File: config.mk
export PLATFORM = sky130hd
export DESIGN_NAME = ccr_regs
export DESIGN_NICKNAME = d
export VERILOG_FILES = /design/src/design/ccr_pkg.sv /design/src/design/ccr_regs.sv
export SDC_FILE = /design/constraint.sdc
export NUM_CORES = 1
export LEC_CHECK = 0
export BUFFER_PORTS_ARGS = -buffer_cell sky130_fd_sc_hd__clkbuf_2
export CORE_MARGIN = 2
export CORE_UTILIZATION = 50
export DETAILED_ROUTE_END_ITERATION = 10
export GPL_ROUTABILITY_DRIVEN = 0
export PLACE_DENSITY = 0.76
export SLEW_MARGIN = 15
export SYNTH_ARGS = -nofsm -noshare
export SYNTH_HDL_FRONTEND = slang
export SYNTH_SLANG_ARGS = --single-unit
File: constraint.sdc
create_clock -name core_clk -period 2.44 [get_ports core_clk]
set_input_delay 0.244 -clock core_clk [delete_from_list [all_inputs] [get_ports core_clk]]
set_output_delay 0.244 -clock core_clk [all_outputs]
set_load 0.01 [all_outputs]
File: src/design/ccr_pkg.sv
package ccr_pkg;

  // ----------------------------------------
  // Register indices and byte addresses
  // ----------------------------------------
  // Printed offsets are word indices; the byte address is four times these
  localparam logic [7:0] OFS_IDX_UPPER = 8'h1e;
  localparam logic [7:0] OFS_IDX_LOWER = 8'h1f;
  localparam logic [7:0] GAIN_IDX_UPPER = 8'h20;
  localparam logic [7:0] GAIN_IDX_LOWER = 8'h21;
  localparam logic [7:0] SETUP_IDX = 8'h22;
  // Own additions: status words that show the assembled values
  localparam logic [7:0] OFS_STAT_IDX = 8'h30;
  localparam logic [7:0] GAIN_STAT_IDX = 8'h31;
  localparam int ADDR_W = 10;

  // ----------------------------------------
  // Reset values
  // ----------------------------------------
  localparam logic [15:0] OFS_UPPER_RST = 16'h0000;
  localparam logic [7:0] OFS_LOWER_RST = 8'h00;
  localparam logic [15:0] GAIN_UPPER_RST = 16'h8000;
  localparam logic [7:0] GAIN_LOWER_RST = 8'h00;
  localparam logic [9:0] PHASE_RST = 10'h000;
  localparam logic DCB_OFF_RST = 1'b0;

  // ----------------------------------------
  // Field positions of the setup word and of the lower offset and gain words
  // ----------------------------------------
  localparam int PHASE_HI = 15;
  localparam int PHASE_LO = 6;
  localparam int DCB_OFF_BIT = 2;
  localparam int SEL_HI = 1;
  localparam int SEL_LO = 0;
  localparam int LOW_HI = 15;
  localparam int LOW_LO = 8;

  // Input selector encodings
  typedef enum logic [1:0] {
    CCR_SEL_PINS = 2'h0,
    CCR_SEL_SHORT = 2'h1,
    CCR_SEL_POS_TEST = 2'h2,
    CCR_SEL_NEG_TEST = 2'h3
  } ccr_sel_e;

  // AXI responses
  localparam logic [1:0] RESP_OKAY = 2'h0;
  localparam logic [1:0] RESP_SLVERR = 2'h2;

endpackage : ccr_pkg

File: src/design/ccr_regs.sv
// Summary of operation
// - Upper offset word holds offset bits 23:8
// - Lower offset word bits 15:8 hold 7:0
// - Offset value is signed two's complement
// - Upper offset word resets to zero
// - Upper gain word holds gain bits 23:8
// - Lower gain bits 15:8; 7:0 reserved
// - Gain value unsigned, zero to below two
// - Upper gain resets 8000h, lower zero
// - Phase delay ten bits at 15:6
// - Phase delay signed modulator cycle count
// - Bit 2 disables channel DC block
// - Bits 1:0 select channel five input
// - Selector resets to channel pins
//
// Decided for this implementation: the AXI4-Lite slave port.
`timescale 1ns/1ps
`default_nettype none

module ccr_regs (
  // Clock and reset
  input wire logic core_clk,
  input wire logic reset_n,
  // AXI4-Lite write address
  input wire logic [9:0] s_axi_awaddr,
  input wire logic s_axi_awvalid,
  output logic s_axi_awready,
  // AXI4-Lite write data
  input wire logic [31:0] s_axi_wdata,
  input wire logic [3:0] s_axi_wstrb,
  input wire logic s_axi_wvalid,
  output logic s_axi_wready,
  // AXI4-Lite write response
  output logic [1:0] s_axi_bresp,
  output logic s_axi_bvalid,
  input wire logic s_axi_bready,
  // AXI4-Lite read address
  input wire logic [9:0] s_axi_araddr,
  input wire logic s_axi_arvalid,
  output logic s_axi_arready,
  // AXI4-Lite read data
  output logic [31:0] s_axi_rdata,
  output logic [1:0] s_axi_rresp,
  output logic s_axi_rvalid,
  input wire logic s_axi_rready,
  // Calibration values to the datapath
  output logic signed [23:0] ch4_offset_value,
  output logic [23:0] ch4_gain_value,
  output logic ch4_gain_unity,
  // Channel five setup to the datapath
  output logic signed [9:0] ch5_phase_delay,
  output logic ch5_dc_block_off,
  output logic [1:0] ch5_input_select,
  // Global DC block enable and effective result for channel five
  input wire logic global_dc_block_setting,
  output logic ch5_dc_block_active
);

  // ----------------------------------------
  // State
  // ----------------------------------------
  typedef struct packed {
    logic aw_got;
    logic [9:0] aw_addr;
    logic w_got;
    logic [31:0] w_data;
    logic [3:0] w_strb;
    logic bvalid;
    logic [1:0] bresp;
    logic rvalid;
    logic [31:0] rdata;
    logic [1:0] rresp;
    logic [15:0] ch4_offset_high_field;
    logic [7:0] ch4_offset_low_field;
    logic [15:0] ch4_gain_high_field;
    logic [7:0] ch4_gain_low_field;
    logic [9:0] ch5_phase_delay;
    logic ch5_dc_block_off;
    logic [1:0] ch5_input_select;
    logic gsync1;
    logic gsync2;
    logic dcb_active;
    logic awready;
    logic wready;
    logic arready;
    logic gain_unity;
  } ccr_state_s;

  ccr_state_s st_reg;
  ccr_state_s st_next;

  // Word index of a byte address; non-aligned low bits are ignored
  function automatic logic [7:0] ccr_index(input logic [9:0] addr);
    ccr_index = addr[9:2];
  endfunction : ccr_index

  // True when the index names a register of this bank
  function automatic logic ccr_mapped(input logic [7:0] idx);
    ccr_mapped = (idx == ccr_pkg::OFS_IDX_UPPER) ||
                 (idx == ccr_pkg::OFS_IDX_LOWER) ||
                 (idx == ccr_pkg::GAIN_IDX_UPPER) ||
                 (idx == ccr_pkg::GAIN_IDX_LOWER) ||
                 (idx == ccr_pkg::SETUP_IDX) ||
                 (idx == ccr_pkg::OFS_STAT_IDX) ||
                 (idx == ccr_pkg::GAIN_STAT_IDX);
  endfunction : ccr_mapped

  // Merge write data into a 16-bit word by byte strobes
  function automatic logic [15:0] ccr_merge(input logic [15:0] old,
                                            input logic [31:0] d,
                                            input logic [3:0] s);
    ccr_merge = {s[1] ? d[15:8] : old[15:8], s[0] ? d[7:0] : old[7:0]};
  endfunction : ccr_merge

  // Assembled 24-bit values and the 16-bit setup word
  logic [23:0] ofs_full;
  logic [23:0] gain_full;
  logic [15:0] setup_word;
  assign ofs_full = {st_reg.ch4_offset_high_field,
                     st_reg.ch4_offset_low_field};
  assign gain_full = {st_reg.ch4_gain_high_field,
                      st_reg.ch4_gain_low_field};
  // Reserved bits 5:3 read as zero
  assign setup_word = {st_reg.ch5_phase_delay, 3'h0,
                       st_reg.ch5_dc_block_off,
                       st_reg.ch5_input_select};

  // ----------------------------------------
  // Next state
  // ----------------------------------------
  // Write waits for both address and data so either order works
  always_comb begin
    logic [7:0] widx;
    logic [7:0] ridx;
    logic [15:0] hw;
    widx = 8'h00;
    ridx = 8'h00;
    hw = 16'h0000;
    st_next = st_reg;
    st_next.gsync1 = global_dc_block_setting;
    st_next.gsync2 = st_reg.gsync1;
    // Per-channel disable overrides the global setting
    st_next.dcb_active = st_reg.gsync2 && !st_reg.ch5_dc_block_off;
    if (s_axi_awvalid && !st_reg.aw_got && !st_reg.bvalid) begin
      st_next.aw_got = 1'b1;
      st_next.aw_addr = s_axi_awaddr;
    end
    if (s_axi_wvalid && !st_reg.w_got && !st_reg.bvalid) begin
      st_next.w_got = 1'b1;
      st_next.w_data = s_axi_wdata;
      st_next.w_strb = s_axi_wstrb;
    end
    if (st_reg.aw_got && st_reg.w_got) begin
      widx = ccr_index(st_reg.aw_addr);
      st_next.aw_got = 1'b0;
      st_next.w_got = 1'b0;
      st_next.bvalid = 1'b1;
      st_next.bresp = ccr_mapped(widx) ? ccr_pkg::RESP_OKAY
                                       : ccr_pkg::RESP_SLVERR;
      case (widx)
        ccr_pkg::OFS_IDX_UPPER: begin
          st_next.ch4_offset_high_field = ccr_merge(
            st_reg.ch4_offset_high_field, st_reg.w_data,
            st_reg.w_strb);
        end
        ccr_pkg::OFS_IDX_LOWER: begin
          if (st_reg.w_strb[1]) begin
            st_next.ch4_offset_low_field = st_reg.w_data[15:8];
          end
        end
        ccr_pkg::GAIN_IDX_UPPER: begin
          st_next.ch4_gain_high_field = ccr_merge(
            st_reg.ch4_gain_high_field, st_reg.w_data,
            st_reg.w_strb);
        end
        ccr_pkg::GAIN_IDX_LOWER: begin
          if (st_reg.w_strb[1]) begin
            st_next.ch4_gain_low_field = st_reg.w_data[15:8];
          end
        end
        ccr_pkg::SETUP_IDX: begin
          hw = ccr_merge(setup_word, st_reg.w_data, st_reg.w_strb);
          st_next.ch5_phase_delay =
            hw[ccr_pkg::PHASE_HI:ccr_pkg::PHASE_LO];
          st_next.ch5_dc_block_off = hw[ccr_pkg::DCB_OFF_BIT];
          st_next.ch5_input_select =
            hw[ccr_pkg::SEL_HI:ccr_pkg::SEL_LO];
        end
        default: begin
        end
      endcase
    end
    if (st_reg.bvalid && s_axi_bready) begin
      st_next.bvalid = 1'b0;
    end
    // Read: one outstanding, data registered one cycle after address
    if (s_axi_arvalid && !st_reg.rvalid) begin
      ridx = ccr_index(s_axi_araddr);
      st_next.rvalid = 1'b1;
      st_next.rresp = ccr_mapped(ridx) ? ccr_pkg::RESP_OKAY
                                       : ccr_pkg::RESP_SLVERR;
      case (ridx)
        ccr_pkg::OFS_IDX_UPPER: st_next.rdata =
          {16'h0000, st_reg.ch4_offset_high_field};
        ccr_pkg::OFS_IDX_LOWER: st_next.rdata =
          {16'h0000, st_reg.ch4_offset_low_field, 8'h00};
        ccr_pkg::GAIN_IDX_UPPER: st_next.rdata =
          {16'h0000, st_reg.ch4_gain_high_field};
        ccr_pkg::GAIN_IDX_LOWER: st_next.rdata =
          {16'h0000, st_reg.ch4_gain_low_field, 8'h00};
        ccr_pkg::SETUP_IDX: st_next.rdata = {16'h0000, setup_word};
        // Sign-extended offset for software convenience
        ccr_pkg::OFS_STAT_IDX: st_next.rdata =
          {{8{ofs_full[23]}}, ofs_full};
        ccr_pkg::GAIN_STAT_IDX: st_next.rdata = {8'h00, gain_full};
        default: st_next.rdata = 32'h0000_0000;
      endcase
    end else if (st_reg.rvalid && s_axi_rready) begin
      st_next.rvalid = 1'b0;
    end
    if (!reset_n) begin
      st_next = '0;
      st_next.ch4_offset_high_field = ccr_pkg::OFS_UPPER_RST;
      st_next.ch4_offset_low_field = ccr_pkg::OFS_LOWER_RST;
      st_next.ch4_gain_high_field = ccr_pkg::GAIN_UPPER_RST;
      st_next.ch4_gain_low_field = ccr_pkg::GAIN_LOWER_RST;
      st_next.ch5_phase_delay = ccr_pkg::PHASE_RST;
      st_next.ch5_dc_block_off = ccr_pkg::DCB_OFF_RST;
      st_next.ch5_input_select = ccr_pkg::CCR_SEL_PINS;
    end
    // Readies and unity flag kept in flops so no output is combinational
    st_next.awready = !st_next.aw_got && !st_next.bvalid;
    st_next.wready = !st_next.w_got && !st_next.bvalid;
    st_next.arready = !st_next.rvalid;
    st_next.gain_unity = (st_next.ch4_gain_high_field ==
                          ccr_pkg::GAIN_UPPER_RST) &&
                         (st_next.ch4_gain_low_field ==
                          ccr_pkg::GAIN_LOWER_RST);
  end

  // ----------------------------------------
  // Registers
  // ----------------------------------------
  // Synchronous reset folded into the next-state logic above
  always_ff @(posedge core_clk) begin
    st_reg <= st_next;
  end

  // Bus handshakes come straight from state flops
  assign s_axi_awready = st_reg.awready;
  assign s_axi_wready = st_reg.wready;
  assign s_axi_bvalid = st_reg.bvalid;
  assign s_axi_bresp = st_reg.bresp;
  assign s_axi_arready = st_reg.arready;
  assign s_axi_rvalid = st_reg.rvalid;
  assign s_axi_rdata = st_reg.rdata;
  assign s_axi_rresp = st_reg.rresp;

  // Datapath views; offset signed, gain unsigned
  assign ch4_offset_value = $signed(ofs_full);
  assign ch4_gain_value = gain_full;
  // Half of full scale is unity gain
  assign ch4_gain_unity = st_reg.gain_unity;
  assign ch5_phase_delay = $signed(st_reg.ch5_phase_delay);
  assign ch5_dc_block_off = st_reg.ch5_dc_block_off;
  assign ch5_input_select = st_reg.ch5_input_select;
  assign ch5_dc_block_active = st_reg.dcb_active;
endmodule : ccr_regs

`default_nettype wire

==> out/qor.csv, run 1 <==
stage,metric,value,unit
outcome,status,"complete, no violations",
setup_path,critPathKind,flop to flop,
pwr,power_frac_seq,0.436,
floorplan,dieArea,0.01392,mm2
pwr,p_int,3.750,mW
grt,grt_pass1_wl,27080,um
setup_path,cp-end-kind,flop,
timing,grt_setup_unrepaired,no,
placed_design,port_buffers,143,
synth,yosys-top-cells-count,"dfxtp_1, mux2i_1, buf_4",
timing,relSlewSlack,0.5028,
routing,met1Wirelength,7275,um
routing,top_layer,met4,
synth,yosysTopAreaCellShare,0.3853,
placed_design,dp.cells,897,
floorplan,num_rows,41,
grt,grt_max_degree,44,
synth,synth_top_area_cell,dfxtp_1,
layout,postLayoutCoreUtil,0.5730,
setup_path,critPathRequiredTime,2.80,ns
clock_network,cts_tree,built,
synth,ys.flop_type,dfxtp_1,
synth,syn_area_per_cell,9.318,um2
routing,drcViolationCount,0,
pwr,p_leak,3.005,nW
clock_network,clock_path_buffers,2,
placed_design,hpwl,12690,um
setup_path,r2r_slack,0.20,ns
clock_network,cts.clk_slew.worst_paths,0.06,ns
grt,grt_antenna_before_repair,0,
synth,synth.most_common_cell,dfxtp_1,
synth,synthTopCellsByArea,"dfxtp_1, mux2i_1, buf_4",
routing,vias,5157,
clock_network,htree_num_levels,4,
synth,synth_warnings,0,
routing,first_iter_violations,506,
clock_network,cts.sinks,125,
synth,seq_area_frac_synth,0.3853,
timing,hold_viol,0,
clock_network,cts-root-buf,clkbuf_16,
timing,worst_pin_slew,0.7457,ns
pwr,clkPwrFrac,0.504,
layout,drive_above_1_share,0.2748,
setup_path,cp-start-kind,flop,
routing,wl,16970,um
clock_network,ctsHoldBuffers,0,
clock_network,clk_latency,0.42,ns
routing,met2_length,7927,um
synth,netlist_instances,697,
pwr,p_switching,1.164,mW
grt,grt_pass1_vias,5053,
timing,tns,0,ns
layout,largest_register_ff_count,30,
timing,fin_hold_ws,0.02566,ns
routing,post_drt_wl_per_cell,18.26,um
floorplan,die_x,118.0,um
timing,finalSetupViolations,0,
setup_path,path_max_fanout,4,
timing,clock_skew,0.006379,ns
clock_network,numCtsBuffers,17,
floorplan,die_h,118.0,um
grt,grt_overflow,0,
routing,first_pass_iters,6,
clock_network,cts_resized,0,
layout,finalNetCount,808,
synth,yosysUniqueCellTypes,53,
pwr,power_frac_comb,0.059,
pwr,switching_share,0.2369,
timing,fmax,446.7,MHz
layout,layoutNonFillerInstCount,929,
pwr,pwr_density_cell,676.8,mW/mm2
floorplan,pin_count,168,
layout,syn_to_final_growth,11.79,%
flow_run,maxCapViolCount,0,
routing,ant_nets,0,
setup_path,arrival,2.60,ns
grt,groute.usage.overall,0.2462,
timing,report.final.slew_viol_count,0,
layout,antenna_cells,0,
routing,vias_per_cell,5.551,
timing,finalCritPeriodShare,0.9175,
floorplan,core_area,0.01267,mm2
synth,synth-seq-cells,125,
floorplan,initial_core_util,0.5126,
hold_path,hold_class,input pin to flop,
timing,fin_crit,2.239,ns
routing,wl_met3,1280,um
synth,synth_area,0.006495,mm2
synth,synth-async-reset-ratio,0,
clock_network,cts_setup_buffers,0,
pwr,max-vdd-ir-drop,0.3974,mV
synth,synth_edf_count,0,
power groups by stage:
stage	registers [mW]	logic (mW)	clock network, mW
5_1_grt	2.15	0.323	2.60
4_1_cts	2.14	0.292	2.51
2_1_floorplan	2.17	0.205	0
6_report	2.14	0.292	2.48
3_5_place_dp	2.18	0.292	0
3_3_place_gp	2.18	0.282	0
placed cells by master (no fill, tap or decap), drive strengths merged, types with 11 or more instances in the layout:
master and count:
mux2i 102, clkbuf 162, nor3 16, a22o 11, dfxtp 125, a21boi 24
o21ai 15, a21oi 11, nor2b 86, buf 19, nand2 57, nor2 25
through the flow:
| step | instance area (um2) | power [mW] | setup slack [ns] |
|---|---|---|---|
| finish | 7261 | 4.914 | 0.2014 |
| global route | 7261 | 5.071 | 0.1502 |
| CTS | 7261 | 4.946 | 0.2143 |
| detailed placement | 6676 | 2.476 | 0.2227 |
| global placement | 6676 | 2.463 | 0.2432 |
| floorplan | 6499 | 2.371 | 0.2452 |
metal layers:
metal  track usage  vias to the layer above
li1              -                     2431
met1        0.3096                     2448
met2        0.4044                      225
met3       0.06977                       53
met4       0.08509                        0
met5             0                        -
critical path, cell delays in order, from the launching register on:
cell and delay, ns:
dfxtp_1 0.32, or4b_4 0.58, or4_4 0.59, mux2i_1 0.14, o41ai_1 0.34, and3_1 0.20
logic make-up (layout without fill, tap and decap cells):
group | count (synthesis) | count (layout) | synth area share
muxes | 106 | 106 | 0.1641
buffers and inverters | 139 | 198 | 0.1402
DFF | 125 | 125 | 0.3853
and+or+nand+nor | 224 | 224 | 0.1940
other | 1 | 2 | 0.0005774
AOI/OAI and AO/OA | 102 | 102 | 0.1158
path summary, 6_finish.rpt:
check	from	endpoint	cells after the start
min	global_dc_block_setting	st_reg[6]	2
max	st_reg[149]	ch4_gain_unity	5
max reg2reg	st_reg[149]	ch4_gain_unity	5
min reg2reg	st_reg[5]	ch5_dc_block_active	2
area by class of cell:
class	instances	area, um2
Tap cell	172	215.2
Clock buffer	19	442.9
Inverter	4	15.01
Sequential cell	125	2502
Clock inverter	13	141.4
Multi-Input combinational cell	434	3085
Fill cell	1174	5410
Timing Repair Buffer	162	858.3
No activity file was read; power rests on OpenSTA's default activity.
==> run 2, diff against run 1 <==
--- a/config.mk
+++ b/config.mk
@@ -6,10 +6,12 @@
 export NUM_CORES = 1
 export LEC_CHECK = 0
 export BUFFER_PORTS_ARGS = -buffer_cell sky130_fd_sc_hd__clkbuf_2
+export CORE_ASPECT_RATIO = 0.8
 export CORE_MARGIN = 2
 export CORE_UTILIZATION = 50
 export DETAILED_ROUTE_END_ITERATION = 10
 export GPL_ROUTABILITY_DRIVEN = 0
+export HOLD_SLACK_MARGIN = 0.12
 export PLACE_DENSITY = 0.76
 export SLEW_MARGIN = 15
 export SYNTH_ARGS = -nofsm -noshare
==> out/qor.csv, run 2 (synthesized netlist as in run 1, its figures left out) <==
stage,metric,value,unit
outcome,status,"complete, no violations",
floorplan,pin_count,168,
timing,grt_setup_unrepaired,no,
layout,layoutNonFillerInstCount,961,
timing,finalSetupViolations,0,
floorplan,num_rows,37,
setup_path,critPathKind,flop to flop,
layout,design_area,0.007594,mm2
timing,worst_pin_slew,0.7953,ns
timing,relSlewSlack,0.4658,
layout,antenna_cells,0,
pwr,clkPwrFrac,0.509,
grt,groute.usage.overall,0.2512,
placed_design,port_buffers,143,
grt,grt_overflow,0,
floorplan,initial_core_util,0.5083,
pwr,power_frac_comb,0.065,
setup_path,rr_worst_depth,6,
timing,report.final.slew_viol_count,0,
timing,fin_crit,2.232,ns
placed_design,dp.cells,902,
floorplan,dieArea,0.01392,mm2
hold_path,hold_depth,3,
routing,first_iter_violations,431,
clock_network,cts_tree,built,
setup_path,critPathSlowestCell,or4b_4,
placed_design,placed_cell_area,0.006708,mm2
timing,tns,0,ns
clock_network,clk_latency,0.42,ns
layout,mostFrequentLayoutCell,clkbuf_2,
setup_path,cp-end-kind,flop,
floorplan,die_h,105.9,um
layout,drive_above_1_share,0.2672,
pwr,power_frac_seq,0.425,
timing,fmax,448.1,MHz
setup_path,path_cells,or4b_4 -> or4_4 -> buf_4 -> mux2i_1 -> o21ai_1 -> and3_1,
layout,largest_register_ff_count,30,
clock_network,htree_num_levels,4,
routing,post_drt_wl_per_cell,17.91,um
clock_network,cts.sinks,125,
setup_path,arrival,2.53,ns
setup_path,cp-start-kind,flop,
timing,clock_skew,0.007248,ns
layout,postLayoutCoreUtil,0.5943,
hold_path,hold_class,input pin to flop,
setup_path,path_max_fanout,9,
routing,vias,5294,
grt,grt_pass1_wl,27210,um
floorplan,die_x,131.4,um
grt,grt_antenna_before_repair,0,
pwr,p_switching,1.154,mW
routing,ant_nets,0,
layout,syn_to_final_growth,16.91,%
pwr,p_int,3.880,mW
clock_network,cts-root-buf,clkbuf_16,
setup_path,critPathMaxStageDelay,0.58,ns
placed_design,hpwl,12720,um
clock_network,clock_path_buffers,2,
pwr,power.total,5.033,mW
pwr,switching_share,0.2292,
grt,grt_pass1_vias,5120,
routing,first_pass_iters,5,
layout,finalNetCount,838,
setup_path,critPathRequiredTime,2.74,ns
clock_network,cts.clk_slew.worst_paths,0.06,ns
timing,hold_viol,0,
layout,most-common-layout-cells,"clkbuf_2, dfxtp_1, mux2i_1",
routing,drcViolationCount,0,
clock_network,numCtsBuffers,17,
timing,finalCritPeriodShare,0.9146,
floorplan,core_area,0.01278,mm2
pwr,p_leak,3.145,nW
routing,vias_per_cell,5.509,
layout,n_fill_cell,1120,
grt,grt_max_degree,52,
pwr,pwr_density_cell,662.8,mW/mm2
flow_run,maxCapViolCount,0,
routing,wl,17210,um
clock_network,cts_resized,0,
pwr,max-vdd-ir-drop,0.5197,mV
==> run 2: cell types whose count changed in the layout (fill, tap and decap cells not counted) <==
cell	before	now
buf_12	0	1
buf_4	19	20
bufinv_16	2	3
clkbuf_1	1	0
clkinv_2	3	2
dlygate4sd3_1	0	28
==> run 2: timing repair <==
action | 4_1_cts | 5_1_grt
hold buffers | 28 | 0
endpoints found under the hold margin | 28 | 0
setup endpoints to repair | 0 | 0
setup buffers | 0 | 0
==> run 2: layout make-up <==
cell class / instances / area (um2) / share of cell area
clock inverter: 13 / 166.4 / 0.02191
timing repair buffer: 192 / 1166 / 0.1536
inverter: 4 / 15.01 / 0.001977
clock buffer: 18 / 439.2 / 0.05783
sequential: 125 / 2502 / 0.3295
tap: 175 / 219.0 / 0.02884
multi-input combinational: 434 / 3085 / 0.4063
==> run 2: critical path, delay by kind of cell, from the launching register on <==
kind | cells | cell delay [ns]
AO/OA/AOI/OAI | 1 | 0.09
buffers and inverters | 1 | 0.21
flip-flops | 1 | 0.32
multiplexers | 1 | 0.18
AND/OR/NAND/NOR | 3 | 1.33
==> run 2: routing by layer <==
layer  wire [um]  track usage  vias up
met1        7615       0.3262     2508
met2        7715       0.3923      267
met3        1534      0.08250       39
met4         342      0.09084        0
li1            -            -     2480
met5           0            0        -
==> run 2: final timing paths <==
| check | start | end | slack [ns] |
|---|---|---|---|
| setup / recovery | st_reg[149] | ch4_gain_unity | 0.21 |
| hold / removal | s_axi_awaddr[8] | st_reg[151] | 0.12 |
| setup reg to reg | st_reg[149] | ch4_gain_unity | 0.21 |
| hold reg to reg | st_reg[5] | ch5_dc_block_active | 0.42 |
==> run 2: power by group through the flow <==
stage	clock (mW)	sequential [mW]	combinational (mW)
2_1_floorplan	0	2.17	0.205
3_3_place_gp	0	2.18	0.282
3_5_place_dp	0	2.18	0.289
4_1_cts	2.60	2.14	0.327
5_1_grt	2.70	2.15	0.362
6_report	2.56	2.14	0.329
==> run 2: per-stage QoR <==
stage | setup slack (ns) | hold WS (ns)
CTS | 0.2195 | 0.1252
finish | 0.2085 | 0.1203
floorplan | 0.2452 | 0.3713
global placement | 0.2835 | 0.4119
global route | 0.1525 | 0.1432
detailed placement | 0.2308 | 0.4127
